===== config.mk =====
export PLATFORM = sky130hd
export DESIGN_NAME = dtc_trace_counter
export DESIGN_NICKNAME = d
export VERILOG_FILES = /design/src/dtc_pkg.sv /design/src/dtc_trace_counter.sv
export SDC_FILE = /design/constraint.sdc
export NUM_CORES = 1
export LEC_CHECK = 0
export ABC_AREA = 1
export BUFFER_PORTS_ARGS = -buffer_cell sky130_fd_sc_hd__buf_4
export CORE_MARGIN = 5
export CORE_UTILIZATION = 55
export CTS_BUF_LIST = sky130_fd_sc_hd__clkbuf_8
export CTS_CLUSTER_SIZE = 14
export DETAILED_ROUTE_END_ITERATION = 12
export HOLD_SLACK_MARGIN = 0.15
export MAX_ROUTING_LAYER = met4
export PLACE_DENSITY_LB_ADDON = 0.05
export REMOVE_ABC_BUFFERS = 1
export SYNTH_ARGS = -nofsm -noshare
export SYNTH_HDL_FRONTEND = slang
export SYNTH_SLANG_ARGS = --single-unit

===== constraint.sdc =====
create_clock -name clk -period 3.1 [get_ports clk]
set_input_delay 0.93 -clock clk [delete_from_list [all_inputs] [get_ports clk]]
set_output_delay 0.93 -clock clk [all_outputs]
set_load 0.02 [all_outputs]

===== src/dtc_pkg.sv =====
package dtc_pkg;

    // Register indices; byte address is four times the index
    localparam logic [5:0] IDX_CTRL = 6'h20;
    localparam logic [5:0] IDX_STATUS = 6'h21;
    localparam logic [5:0] IDX_SEQ = 6'h27;
    localparam logic [5:0] IDX_COUNT = 6'h2A;
    localparam logic [5:0] IDX_TDATA = 6'h2B;
    localparam logic [7:0] ADDR_CTRL = {IDX_CTRL, 2'b00};
    localparam logic [7:0] ADDR_STATUS = {IDX_STATUS, 2'b00};
    localparam logic [7:0] ADDR_SEQ = {IDX_SEQ, 2'b00};
    localparam logic [7:0] ADDR_COUNT = {IDX_COUNT, 2'b00};
    localparam logic [7:0] ADDR_TDATA = {IDX_TDATA, 2'b00};

    // Bus widths
    localparam int AW = 8;
    localparam int DW = 32;

    // Field positions in debug_control_first
    localparam int CTRL_ARM_BIT = 7;
    localparam int CTRL_END_BIT = 6;
    localparam int CTRL_VIEW_LSB = 0;

    // Field positions in trace_line_counter and debug_status_register
    localparam int FULL_BIT = 7;
    localparam int STATUS_ARM_BIT = 0;

    // Trace geometry
    localparam int LINE_W = 20;
    localparam int CNT_W = 6;
    localparam int DEPTH = 64;

    // Reset values
    localparam logic [7:0] CTRL_RST = 8'h00;
    localparam logic [7:0] SEQ_RST = 8'h00;
    localparam logic [5:0] CNT_RST = 6'h00;

    // View select encodings
    typedef enum logic [1:0] {
        DTC_VIEW_S1 = 2'b00,
        DTC_VIEW_S2 = 2'b01,
        DTC_VIEW_S3 = 2'b10,
        DTC_VIEW_MATCH = 2'b11
    } dtc_view_t;

endpackage


===== src/dtc_trace_counter.sv =====
// Chosen here: register access over Avalon-MM.
`timescale 1ns/1ps
// Overview of operation
// - Full flag sets once 64 or more lines captured since last arming.
// - While full flag set, all 64 lines count as valid.
// - Writing one to arm bit clears full flag and line count.
// - Of the two resets, only power-on reset clears flag and count; system reset keeps them.
// - Six-bit count in bits 5..0 reports valid 20-bit lines stored.
// - Count wrap sets full flag; end-trigger mode keeps counting.
// - Reading trace entries never decrements the count.
// - Flag clear: count equals valid lines, 0 none through 63.
// - Wrap with begin alignment clears arm and ends the session.
// - Flag set with nonzero count: 64 valid, oldest overwritten.
// - Full flag at bit 7 of counter and mirrored in status bit 7.
// - States 1 to 3 each own a sequencer control register.
// - All three share one address, chosen by the view-select field.
// - View select 11 shows the match flag register there.
module dtc_trace_counter #(
    parameter int LINES = dtc_pkg::DEPTH
) (
    input wire logic clk,
    input wire logic rst_b,
    input wire logic sys_rst_b,
    input wire logic [dtc_pkg::AW-1:0] avs_address,
    input wire logic avs_read,
    input wire logic avs_write,
    input wire logic [dtc_pkg::DW-1:0] avs_writedata,
    output logic [dtc_pkg::DW-1:0] avs_readdata,
    output logic avs_waitrequest,
    input wire logic trace_valid,
    input wire logic [dtc_pkg::LINE_W-1:0] trace_data,
    input wire logic [7:0] match_flags,
    output logic [23:0] seq_state_ctrl,
    output logic session_armed,
    output logic [6:0] valid_lines
);
    import dtc_pkg::*;

    // Elaboration guard: count field and full flag serve exactly 64 lines
    if (LINES != DEPTH) begin : g_lines_check
        $error("dtc_trace_counter: LINES must equal the 64-line buffer");
    end

    logic ack_r;
    logic [DW-1:0] rdata_r;
    logic [7:0] ctrl_r;
    logic [7:0] seq_r [3];
    logic [CNT_W-1:0] cnt_r;
    logic full_r;
    logic [CNT_W-1:0] rptr_r;
    logic [LINE_W-1:0] buf_r [DEPTH];
    logic [LINE_W-1:0] tline_r;

    // Bus handshake: one wait cycle, then the access is taken
    wire req = avs_read | avs_write;
    wire take = req & ack_r;
    wire wr_take = avs_write & ack_r;
    wire rd_take = avs_read & ack_r;
    assign avs_waitrequest = req & ~ack_r;

    // Address decode
    wire hit_ctrl = avs_address == ADDR_CTRL;
    wire hit_status = avs_address == ADDR_STATUS;
    wire hit_seq = avs_address == ADDR_SEQ;
    wire hit_count = avs_address == ADDR_COUNT;
    wire hit_tdata = avs_address == ADDR_TDATA;

    // Control fields
    wire arm = ctrl_r[CTRL_ARM_BIT];
    wire end_mode = ctrl_r[CTRL_END_BIT];
    wire [1:0] view = ctrl_r[CTRL_VIEW_LSB +: 2];
    wire arm_wr = wr_take & hit_ctrl & avs_writedata[CTRL_ARM_BIT];
    wire capture = arm & trace_valid & ~arm_wr;
    wire wrap = capture & (cnt_r == {CNT_W{1'b1}});
    wire stop = wrap & ~end_mode;

    // Shared address: state control view or match flags
    wire seq_view = hit_seq & (view != DTC_VIEW_MATCH);
    wire [7:0] seq_rd = (view == DTC_VIEW_MATCH) ? match_flags : seq_r[view];
    wire [7:0] count_rd = {full_r, 1'b0, cnt_r};
    wire [7:0] status_rd = {full_r, 6'h00, arm};

    // Read mux; unmapped addresses read zero
    wire [7:0] rd_byte = hit_ctrl ? ctrl_r :
                         hit_status ? status_rd :
                         hit_seq ? seq_rd :
                         hit_count ? count_rd : 8'h00;
    wire [DW-1:0] rd_word = hit_tdata ? {12'h000, tline_r} : {24'h000000, rd_byte};

    // Valid line report
    assign valid_lines = full_r ? 7'h40 : {1'b0, cnt_r};
    assign session_armed = arm;
    assign avs_readdata = rdata_r;

    // Bus acknowledge and read data
    always_ff @(posedge clk or negedge rst_b) begin
        if (!rst_b) begin
            ack_r <= 1'b0;
            rdata_r <= '0;
        end else begin
            ack_r <= req & ~ack_r;
            if (avs_read & ~ack_r) begin
                rdata_r <= rd_word;
            end
        end
    end

    // Control register; system reset clears it, hardware may end the session
    always_ff @(posedge clk or negedge rst_b) begin
        if (!rst_b) begin
            ctrl_r <= CTRL_RST;
        end else if (!sys_rst_b) begin
            ctrl_r <= CTRL_RST;
        end else if (wr_take & hit_ctrl) begin
            ctrl_r <= avs_writedata[7:0];
        end else if (stop) begin
            ctrl_r[CTRL_ARM_BIT] <= 1'b0;
        end
    end

    // Per-state sequencer control registers behind the shared address
    genvar gi;
    generate
        for (gi = 0; gi < 3; gi++) begin : g_seq
            always_ff @(posedge clk or negedge rst_b) begin
                if (!rst_b) begin
                    seq_r[gi] <= SEQ_RST;
                end else if (!sys_rst_b) begin
                    seq_r[gi] <= SEQ_RST;
                end else if (wr_take & seq_view & (view == 2'(gi))) begin
                    seq_r[gi] <= avs_writedata[7:0];
                end
            end
            assign seq_state_ctrl[gi*8 +: 8] = seq_r[gi];
        end
    endgenerate

    // Line count and full flag: power-on reset only
    always_ff @(posedge clk or negedge rst_b) begin
        if (!rst_b) begin
            cnt_r <= CNT_RST;
            full_r <= 1'b0;
        end else if (arm_wr) begin
            cnt_r <= CNT_RST;
            full_r <= 1'b0;
        end else if (capture) begin
            cnt_r <= cnt_r + 6'h01;
            if (wrap) begin
                full_r <= 1'b1;
            end
        end
    end

    // Trace buffer write at the count position
    always_ff @(posedge clk) begin
        if (capture) begin
            buf_r[cnt_r] <= trace_data;
        end
    end

    // Trace readout; pointer steps without touching the count
    always_ff @(posedge clk or negedge rst_b) begin
        if (!rst_b) begin
            rptr_r <= CNT_RST;
            tline_r <= '0;
        end else begin
            tline_r <= buf_r[rptr_r];
            if (arm_wr) begin
                rptr_r <= CNT_RST;
            end else if (rd_take & hit_tdata) begin
                rptr_r <= rptr_r + 6'h01;
            end
        end
    end
endmodule


# Yosys cells after proc, flatten, opt, wreduce, memory -nomap -nowiden
# Memories as Yosys holds them, arrays and structs flattened. A register that Yosys moved wholly into a read port is not among the register bits.
# Index checks and enable logic that the tools add are counted.
# W data, S select, Z words.
classes:
  n_reduce_logical: 6
  addsub: 2
  magnitude_cmp: 1
  bitwise_logic: 21
  n_eq_ne: 15
  n_mux: 29
op_table:
  columns: ["cell", "count"]
  rows:
  - ["$mux W8", 14]
  - ["$eq A8 B8 Y1 const B", 5]
  - ["$mux W6", 4]
  - ["$mux W20", 1]
  - ["$and A1 B1 Y1", 16]
  - ["$bmux W8 S2", 1]
  - ["$mux W7", 2]
  - ["$add A6 B1 Y6 const B", 2]
  - ["$ne A2 B1 Y1 const B", 4]
  - ["$mux W1", 7]
  - ["$eq A6 B6 Y1 const B", 1]
  - ["$reduce_bool A2 Y1", 3]
  - ["$eq A2 B2 Y1 const B", 2]
  - ["$ge A3 B3 Y1 const B", 1]
  - ["$ne A3 B1 Y1 const B", 1]
  - ["$not A1 Y1", 3]
  - ["$not A2 Y3", 1]
  - ["$eq A2 B1 Y1 const B", 1]
  - ["$logic_not A2 Y1", 1]
  - ["$ne A2 B2 Y1 const B", 1]
  - ["$reduce_and A2 Y1", 1]
  - ["$logic_not A1 Y1", 1]
  - ["$or A1 B1 Y1", 1]
totals:
  regBits: 78
  out_inout_bits: 65
  n_memories: 1
  input_bits: 74
  ram_bits: 1280
  elab_cells: 85
mem_list:
  columns: ["name", "words", "width", "rd", "rd_clocked_by_memory_dff", "wr", "line_no", "text"]
  rows:
  - ["buf_r", 64, 20, 1, 1, 1, "dtc_trace_counter.sv:51", "logic [LINE_W-1:0] buf_r [DEPTH];"]

# Logic depth before layout (Yosys ltp)
# Gate-level depths: netlist of the first run.
logic_depth:
  ltp_word: 10
  depth_mapped: 14
  mapped_depth_nobuf: 10

# Least setup slack after synthesis of the first run
# No wires, ideal clock.
synth_timing:
  path_type: "input-to-reg"
  from: "input avs_address[6] (netlist bit)"
  to: "memory buf_r[14][0], enable pin"
  path_slack_ps: -39
  stages: 10
  t_required_ps: 2703
  arrival_time_ps: 2742
  path_cell_list: "inv_2 nand2_1 nor2_1 and2_1 buf_6 nand3_4 nand2_2 inv_4 nand3_2 nor2_1"
synth_between:
  elab_chain_len: 7
synth_rtl:
  columns: ["item", "line_no", "text"]
  rows:
  - ["from (decl)", "dtc_trace_counter.sv:24", "input wire logic [dtc_pkg::AW-1:0] avs_address,"]
  - ["$eq A8 B8 Y1", "dtc_trace_counter.sv:62", "wire hit_ctrl = avs_address == ADDR_CTRL;"]
  - ["$and A1 B1 Y1 (2 in series)", "dtc_trace_counter.sv:72", "wire arm_wr = wr_take & hit_ctrl & avs_writedata[CTRL_ARM_BIT];"]
  - ["$not A1 Y1", "dtc_trace_counter.sv:73", "wire capture = arm & trace_valid & ~arm_wr;"]
  - ["$and A1 B1 Y1", "dtc_trace_counter.sv:73", null]
  - ["$mux W1", "dtc_trace_counter.sv:156", "if (capture) begin"]
  - ["$mux W1 (implied by the code)", "dtc_trace_counter.sv:157", "buf_r[cnt_r] <= trace_data;"]
  - ["to (decl)", "dtc_trace_counter.sv:51", null]
# No other way between the ends.

# Worst setup path in the final report of the first run
layout_timing:
  from: "register cnt_r[0]"
  to: "output valid_lines[0]"
layout_between:
  elab_chain_len: 1
layout_rtl:
  columns: ["item", "line_no", "text"]
  rows:
  - ["from (decl)", "dtc_trace_counter.sv:48", "logic [CNT_W-1:0] cnt_r;"]
  - ["from (signal assigned)", "dtc_trace_counter.sv:147", "cnt_r <= cnt_r + 6'h01;"]
  - ["$mux W7", "dtc_trace_counter.sv:91", "assign valid_lines = full_r ? 7'h40 : {1'b0, cnt_r};"]
  - ["to (decl)", "dtc_trace_counter.sv:35", "output logic [6:0] valid_lines"]
# No other way between the ends.

==> impl_summary.log, run 1 <==
INFO  metric syn_inst = 4920
INFO  metric timing.fmax = 0.3390 GHz
INFO  metric main_combinational_cell_family_by_area_after_synthesis = simple AND/OR/NAND/NOR gates
INFO  metric setup-violations-final = 0
INFO  metric placement_rows = 117
INFO  metric drt_pass1_iterations = 5
INFO  metric met3_length = 13220 um
INFO  metric vias_in_the_first_global_route = 35223
INFO  metric power_density = 581.6 nW/um2
INFO  metric synth-seq-cells = 1366
INFO  metric fp.coreArea = 101600 um2
INFO  metric globalRouteTotalUtil = 29.44%
INFO  metric critical_path_buf_inv_count = 2
INFO  metric final_util = 62.64%
INFO  metric worst_setup_hold_path_clk_slew = 0.06 ns
INFO  metric post_synth_num_cell_types = 39
INFO  metric route.antenna.remaining_nets = 0
INFO  metric element_type_at_the_critical_path_start = flop
INFO  metric maxUsedRoutingLayer = met4
INFO  metric grt_setup_unrepaired = no
INFO  metric drtIter0Drc = 3980
INFO  metric critPathKind = reg -> out
INFO  metric die_w = 329.7 um
INFO  metric syn_to_final_growth = 13.24%
INFO  metric number_of_cells_traversed_by_the_worst_hold_path = 3
INFO  metric multi_input_area = 13600 um2
INFO  metric cts_tree = yes
INFO  metric detailroute.via_count = 37476
INFO  metric cts.root.buffer_cell = sky130_fd_sc_hd__clkbuf_8
INFO  metric h-tree-depth = 4
INFO  metric synthesis.area_per_instance = 11.42 um2
INFO  metric hold_violations = 0
INFO  metric power.total = 37.01 mW
INFO  metric timing.critical_path.to_type = output port
INFO  metric mappedNetlistArea = 56200 um2
INFO  metric met1_length = 66040 um
INFO  metric nets = 5232
INFO  metric cp_required = 2.17 ns
INFO  metric crit_arrival = 2.02 ns
INFO  metric drt_wl_total = 155900 um
INFO  metric max-slew-margin-rel = 16.02%
INFO  metric post_synth_fa_ha_maj_area_fraction = 0.04453%
INFO  metric drt-wirelength-per-cell = 23.24 um
INFO  metric synth_top_cell_by_area = sky130_fd_sc_hd__edfxtp_1
INFO  metric cts-root-to-sink-buffers = 3
INFO  metric post_synth_xor_area_fraction = 0.01558%
INFO  metric ys_top_cells_by_area = sky130_fd_sc_hd__edfxtp_1 (68%), sky130_fd_sc_hd__nand2_1 (8.5%), sky130_fd_sc_hd__nor2_1 (4.8%)
INFO  metric synth.area.mux_share = 0%
INFO  metric max_stage_delay_on_crit_path = 0.53 ns
INFO  metric critPathSlowestCell = sky130_fd_sc_hd__dfrtp_2
INFO  metric r2r_depth = 5
INFO  metric worst_skew_pair_later_pin_latency = 0.88 ns
INFO  metric cts_num_sinks = 1366
INFO  metric period_minus_slack = 2.950 ns
INFO  metric worst_ir_drop_vdd = 0.3868 mV
INFO  metric grt_pass1_wl = 228800 um
INFO  metric synth_top_cell_area_share = 68.40%
INFO  metric grt_max_degree = 117
INFO  metric power.leakage = 23.38 nW
INFO  metric io-pin-count = 139
INFO  metric timing.critical_path.depth = 3
INFO  metric final_layout_size_suffix_gt1_share = 12.46%
INFO  metric drv_slew = 0
INFO  metric dr_wl_met2 = 71320 um
INFO  metric die-height = 329.7 um
INFO  metric transition_time_at_the_pin_with_the_least_slew_margin = 1.258 ns
INFO  metric dp_hpwl = 91940 um
INFO  metric timing.final.crit_share = 95.15%
INFO  metric antenna_found_initial = 7
INFO  metric number_of_warnings_reported_in_the_yosys_synthesis_log = 0
INFO  metric floorplan.initialDensity = 55.32%
INFO  metric drv_cap = 0
INFO  metric holdCritPathClass = in -> reg
INFO  metric register_area = 40600 um2
INFO  metric fp.dieArea = 108700 um2
INFO  metric whs = 0.3883 ns
INFO  metric outcome = finished, final reports clean
INFO  metric cts_buffers = 215
INFO  metric nFillCells = 8141
INFO  metric synth_compound_area_share = 4.907%
INFO  metric finalWeightedCongestion = 0.8992
INFO  metric avg_vias_per_cell = 5.589
INFO  metric path_delay_family = flip-flops
INFO  metric drc_errors = 0
INFO  metric yosysSeqAreaShare = 72.23%
INFO  metric crit_fanout = 8
INFO  metric share_of_synthesized_cell_area_in_and_or_nand_and_nor_gates = 18.86%
INFO  metric worst_clock_skew = 0.04272 ns
INFO  metric io_buf_count = 102
INFO  metric timing.critical_path.cells = inv_2 > nor2_1 > buf_4
INFO  metric grt.overflow.total = 0
-- metrics by stage --
step | TNS, ns | instance area, um2 | instances | setup slack (ns)
after global routing | 0 | 63640 | 6705 | 0.05036
after CTS | 0 | 63610 | 6698 | 0.03230
after detailed placement | -44.30 | 59780 | 6304 | -0.2624
after floorplan | -551.07 | 54580 | 4632 | -18.77
after global placement | -34.70 | 59780 | 6304 | -0.2186
final | 0 | 63640 | 6705 | 0.1504
-- cell usage after synthesis (all sizes together) --
cell type	n
edfxtp	1280
or2	15
clkbuf	79
inv	146
and2	1
a31oi	3
nand3b	1
nand3	546
nand4	14
ha	2
a21oi	89
clkinv	1
o21ai	380
nor3	6
o22ai	2
nand2	1273
buf	220
nor2	728
dfrtp	86
conb	1
o211ai	45
xor2	1
o21bai	1
-- registers in the layout (all words and copies together) (netlist names) --
signal,flops
ctrl_r,8
seq_state_ctrl,24
tline_r,20
full_r,1
avs_readdata,20
cnt_r,6
rptr_r,6
ack_r,1
buf_r,1280
-- cells by family after synthesis --
| kind of cell | Yosys count |
|---|---|
| and+or+nand+nor | 2584 |
| DFF | 1366 |
| AOI/OAI and AO/OA | 520 |
| buffers and inverters | 446 |
| adders and majority gates | 2 |
| xor gates and xnor gates | 1 |
| other | 1 |
-- layout make-up --
| cell class | instances | share of cell area [%] |
|---|---|---|
| antenna | 6 | 0.02359 |
| clock buffer | 221 | 4.780 |
| clock inverter | 171 | 1.199 |
| inverter | 147 | 0.9221 |
| multi-input combinational | 3119 | 21.36 |
| sequential | 1366 | 63.80 |
| tap | 1368 | 2.690 |
| timing repair buffer | 307 | 5.218 |
-- power breakdown --
group          leakage, nW  total (mW)  internal, mW  switching, mW
registers             12.6        20.4          20.3         0.0811
clock network         2.26        13.6          6.75           6.88
logic                 8.54        3.04         0.856           2.18
-- path summary, 6_finish.rpt --
| path | start | end | slack [ns] |
|---|---|---|---|
| worst max-delay path | cnt_r[0] | valid_lines[0] | 0.15 |
| worst min-delay path | avs_write | ack_r | 0.39 |
| worst max register to register | cnt_r[2] | buf_r[15][13] | 0.52 |
| worst min register to register | avs_readdata[7] | avs_readdata[7] | 0.51 |
| max in group asynchronous | rst_b | seq_state_ctrl[21] | 1.73 |
| min in group asynchronous | rst_b | seq_state_ctrl[6] | 0.63 |
-- layer usage --
layer  vias up  track usage (%)
li1      17468                -
met1     18141            41.25
met2      1572            44.30
met3       295            5.725
met4         0            9.400
met5         -                -
-- cell usage in the layout (no fill, tap or decap), types with 7 or more instances in the layout --
cell type and count:
sky130_fd_sc_hd__o21ai_1 45, sky130_fd_sc_hd__clkinv_2 23, sky130_fd_sc_hd__a21oi_1 88, sky130_fd_sc_hd__nand4_1 8, sky130_fd_sc_hd__clkinvlp_4 7, sky130_fd_sc_hd__nor2_1 663, sky130_fd_sc_hd__dfrtp_1 82, sky130_fd_sc_hd__clkbuf_8 221
sky130_fd_sc_hd__nand2_1 1271, sky130_fd_sc_hd__or2_2 9, sky130_fd_sc_hd__buf_4 225, sky130_fd_sc_hd__o211ai_1 45, sky130_fd_sc_hd__nor2_2 64, sky130_fd_sc_hd__conb_1 12, sky130_fd_sc_hd__inv_1 220, sky130_fd_sc_hd__edfxtp_1 1280
sky130_fd_sc_hd__nand3_1 544, sky130_fd_sc_hd__buf_12 81, sky130_fd_sc_hd__o21ai_0 335, sky130_fd_sc_hd__clkinv_1 54
-- timing repair --
| item | in CTS | in global routing |
|---|---|---|
| hold buffers | 1 | 0 |
| cloned | 0 | 0 |
| endpoints found under the setup margin | 2 | 1 |
| endpoints found under the hold margin | 44 | 0 |
| gates resized for setup | 2 | 1 |
| pin swaps | 0 | 0 |
| setup buffers | 1 | 1 |
-- tightest hold or removal path, cell delays in order --
cell	delay (ns)
sky130_fd_sc_hd__buf_4	0.11
sky130_fd_sc_hd__nor2_1	0.09
sky130_fd_sc_hd__nor2_1	0.07
No activity file was read; power rests on OpenSTA's default activity.
==> run 2: changes to the inputs <==
RECOVER_POWER = 100   (was not set)
SLEW_MARGIN = 20   (was not set)
==> impl_summary.log, run 2 (synthesized netlist as in run 1, its figures left out) <==
INFO  metric max-slew-margin-rel = -73.23%
INFO  metric power_density = 594.9 nW/um2
INFO  metric grt_pass1_wl = 228800 um
INFO  metric detailroute.via_count = 37462
INFO  metric critPathKind = in -> reg
INFO  metric cts_buffers = 214
INFO  metric largest_register = buf_r
INFO  metric timing.fmax = 0.3194 GHz
INFO  metric timing.reg2reg.setup_slack = 0.21 ns
INFO  metric worst_clock_skew = 0.03019 ns
INFO  metric grt_setup_unrepaired = no
INFO  metric timing.final.crit_share = 101.0%
INFO  metric antenna_found_initial = 3
INFO  metric syn_to_final_growth = 10.84%
INFO  metric drv_slew = 992
INFO  metric max_stage_delay_on_crit_path = 1.57 ns
INFO  metric setup-violations-final = 21
INFO  metric timing.critical_path.to_type = flop
INFO  metric drc_errors = 0
INFO  metric most_frequent_cells_in_the_layout = sky130_fd_sc_hd__edfxtp_1 (1280), sky130_fd_sc_hd__nand2_1 (1272), sky130_fd_sc_hd__nor2_1 (687)
INFO  metric failing_checks = max-capacitance violations, max-slew violations, negative setup slack
INFO  metric critical_path_buf_inv_count = 2
INFO  metric setup_tns = -0.3949 ns
INFO  metric critPathSlowestCell = sky130_fd_sc_hd__clkbuf_1
INFO  metric transition_time_at_the_pin_with_the_least_slew_margin = 2.598 ns
INFO  metric dp_hpwl = 91830 um
INFO  metric drt_pass1_iterations = 6
INFO  metric mostFrequentLayoutCell = sky130_fd_sc_hd__edfxtp_1
INFO  metric fp.dieArea = 108700 um2
INFO  metric period_minus_slack = 3.131 ns
INFO  metric worst_setup_hold_path_clk_slew = 0.06 ns
INFO  metric drt_wl_total = 156000 um
INFO  metric floorplan.initialDensity = 55.32%
INFO  metric worst_ir_drop_vdd = 0.3682 mV
INFO  metric outcome = finished with violations
INFO  metric h-tree-depth = 4
INFO  metric die-height = 329.7 um
INFO  metric placement_rows = 117
INFO  metric io_buf_count = 102
INFO  metric layoutNonFillerInstCount = 6700
INFO  metric timing.critical_path.cells = clkbuf_1 > dlymetal6s4s_1
INFO  metric crit_arrival = 3.64 ns
INFO  metric p_int = 27.97 mW
INFO  metric vias_in_the_first_global_route = 35202
INFO  metric sequentialPowerShare = 55.0%
INFO  metric net-switching-power = 9.087 mW
INFO  metric crit_fanout = 32
INFO  metric p_comb_share = 8.0%
INFO  metric avg_vias_per_cell = 5.591
INFO  metric power.total = 37.06 mW
INFO  metric fp.coreArea = 101600 um2
INFO  metric io-pin-count = 139
INFO  metric worst_skew_pair_later_pin_latency = 0.87 ns
INFO  metric layout_setup_ws = -0.03079 ns
INFO  metric final_layout_size_suffix_gt1_share = 9.741%
INFO  metric p_sw_share = 24.52%
INFO  metric drv_cap = 19
INFO  metric cts.root.buffer_cell = sky130_fd_sc_hd__clkbuf_8
INFO  metric power.leakage = 22.78 nW
INFO  metric path_delay_family = buffers and inverters
INFO  metric hold_violations = 0
INFO  metric drtIter0Drc = 3964
INFO  metric element_type_at_the_critical_path_start = input pin
INFO  metric holdCritPathClass = in -> reg
INFO  metric grt.overflow.total = 0
INFO  metric drt-wirelength-per-cell = 23.28 um
INFO  metric die_w = 329.7 um
INFO  metric globalRouteTotalUtil = 29.39%
INFO  metric flip_flop_count_of_the_largest_register_all_copies_and_words_added = 1280
INFO  metric nets = 5231
INFO  metric post-place-cells = 6304
INFO  metric route.antenna.remaining_nets = 0
INFO  metric cp_required = 3.61 ns
INFO  metric cts-root-to-sink-buffers = 3
INFO  metric cts_num_sinks = 1366
INFO  metric grt_max_degree = 117
INFO  metric cts_tree = yes
INFO  metric finalWeightedCongestion = 0.8992
INFO  metric clockPowerShare = 37.0%
run 2: cell count changes in the layout (fill, tap and decap cells not counted), sizes merged:
cell	delta
clkinvlp	-2
clkinv	-10
clkbuf	+174
bufinv	+2
dlymetal6s4s	+1
buf	-176
diode	-2
inv	+8
run 2: layout make-up:
cell class	count	area, um2
antenna	4	10.01
clock buffer	220	3028
clock inverter	169	798.3
fill	8375	39310
inverter	147	581.8
multi-input combinational	3119	13420
sequential	1366	40600
tap	1368	1712
timing repair buffer	307	2136
run 2: metal layers:
| layer | GRT usage, % | vias up | part of all wire [%] |
|---|---|---|---|
| li1 | - | 17436 | - |
| met4 | 9.734 | 0 | 3.1 |
| met2 | 44.08 | 1530 | 46 |
| met5 | - | - | 0 |
| met1 | 41.75 | 18255 | 43 |
| met3 | 4.885 | 241 | 8.1 |
run 2: stage by stage:
stage | hold slack (ns) | util (%) | setup WS, ns | instance area (um2)
after floorplan | 0.4533 | - | -18.77 | 54580
after global placement | 0.4702 | 58.84 | -0.2186 | 59780
after detailed placement | 0.4807 | 58.86 | -0.2655 | 59800
after CTS | 0.3067 | 62.65 | 0.02887 | 63650
after global routing | 0.3628 | 61.31 | 0.02343 | 62280
final | 0.3890 | 61.31 | -0.03079 | 62290
run 2: path summary, 6_finish.rpt:
check,start,endpoint,cells after the start
setup / recovery,trace_data[7],buf_r[50][7],2
hold / removal,avs_write,ack_r,3
max in group asynchronous,rst_b,seq_state_ctrl[19],3
min in group asynchronous,rst_b,seq_state_ctrl[9],2
hold reg to reg,avs_readdata[14],avs_readdata[14],2
setup reg to reg,rptr_r[2],tline_r[5],9
run 2: power by group through the flow:
stage,Combinational [mW],Sequential [mW],Clock (mW)
after global routing,3.25,20.4,14.8
final,2.97,20.4,13.7
after CTS,3.03,20.3,14.0
after floorplan,1.74,20.9,0
after detailed placement,3.02,20.7,0
after global placement,2.98,20.7,0
run 2: timing repair:
action	4_1_cts	5_1_grt
resized for setup	2	1
buffers inserted	1	1
hold endpoints to repair	44	0
hold buffers	1	0
setup endpoints to repair	2	1
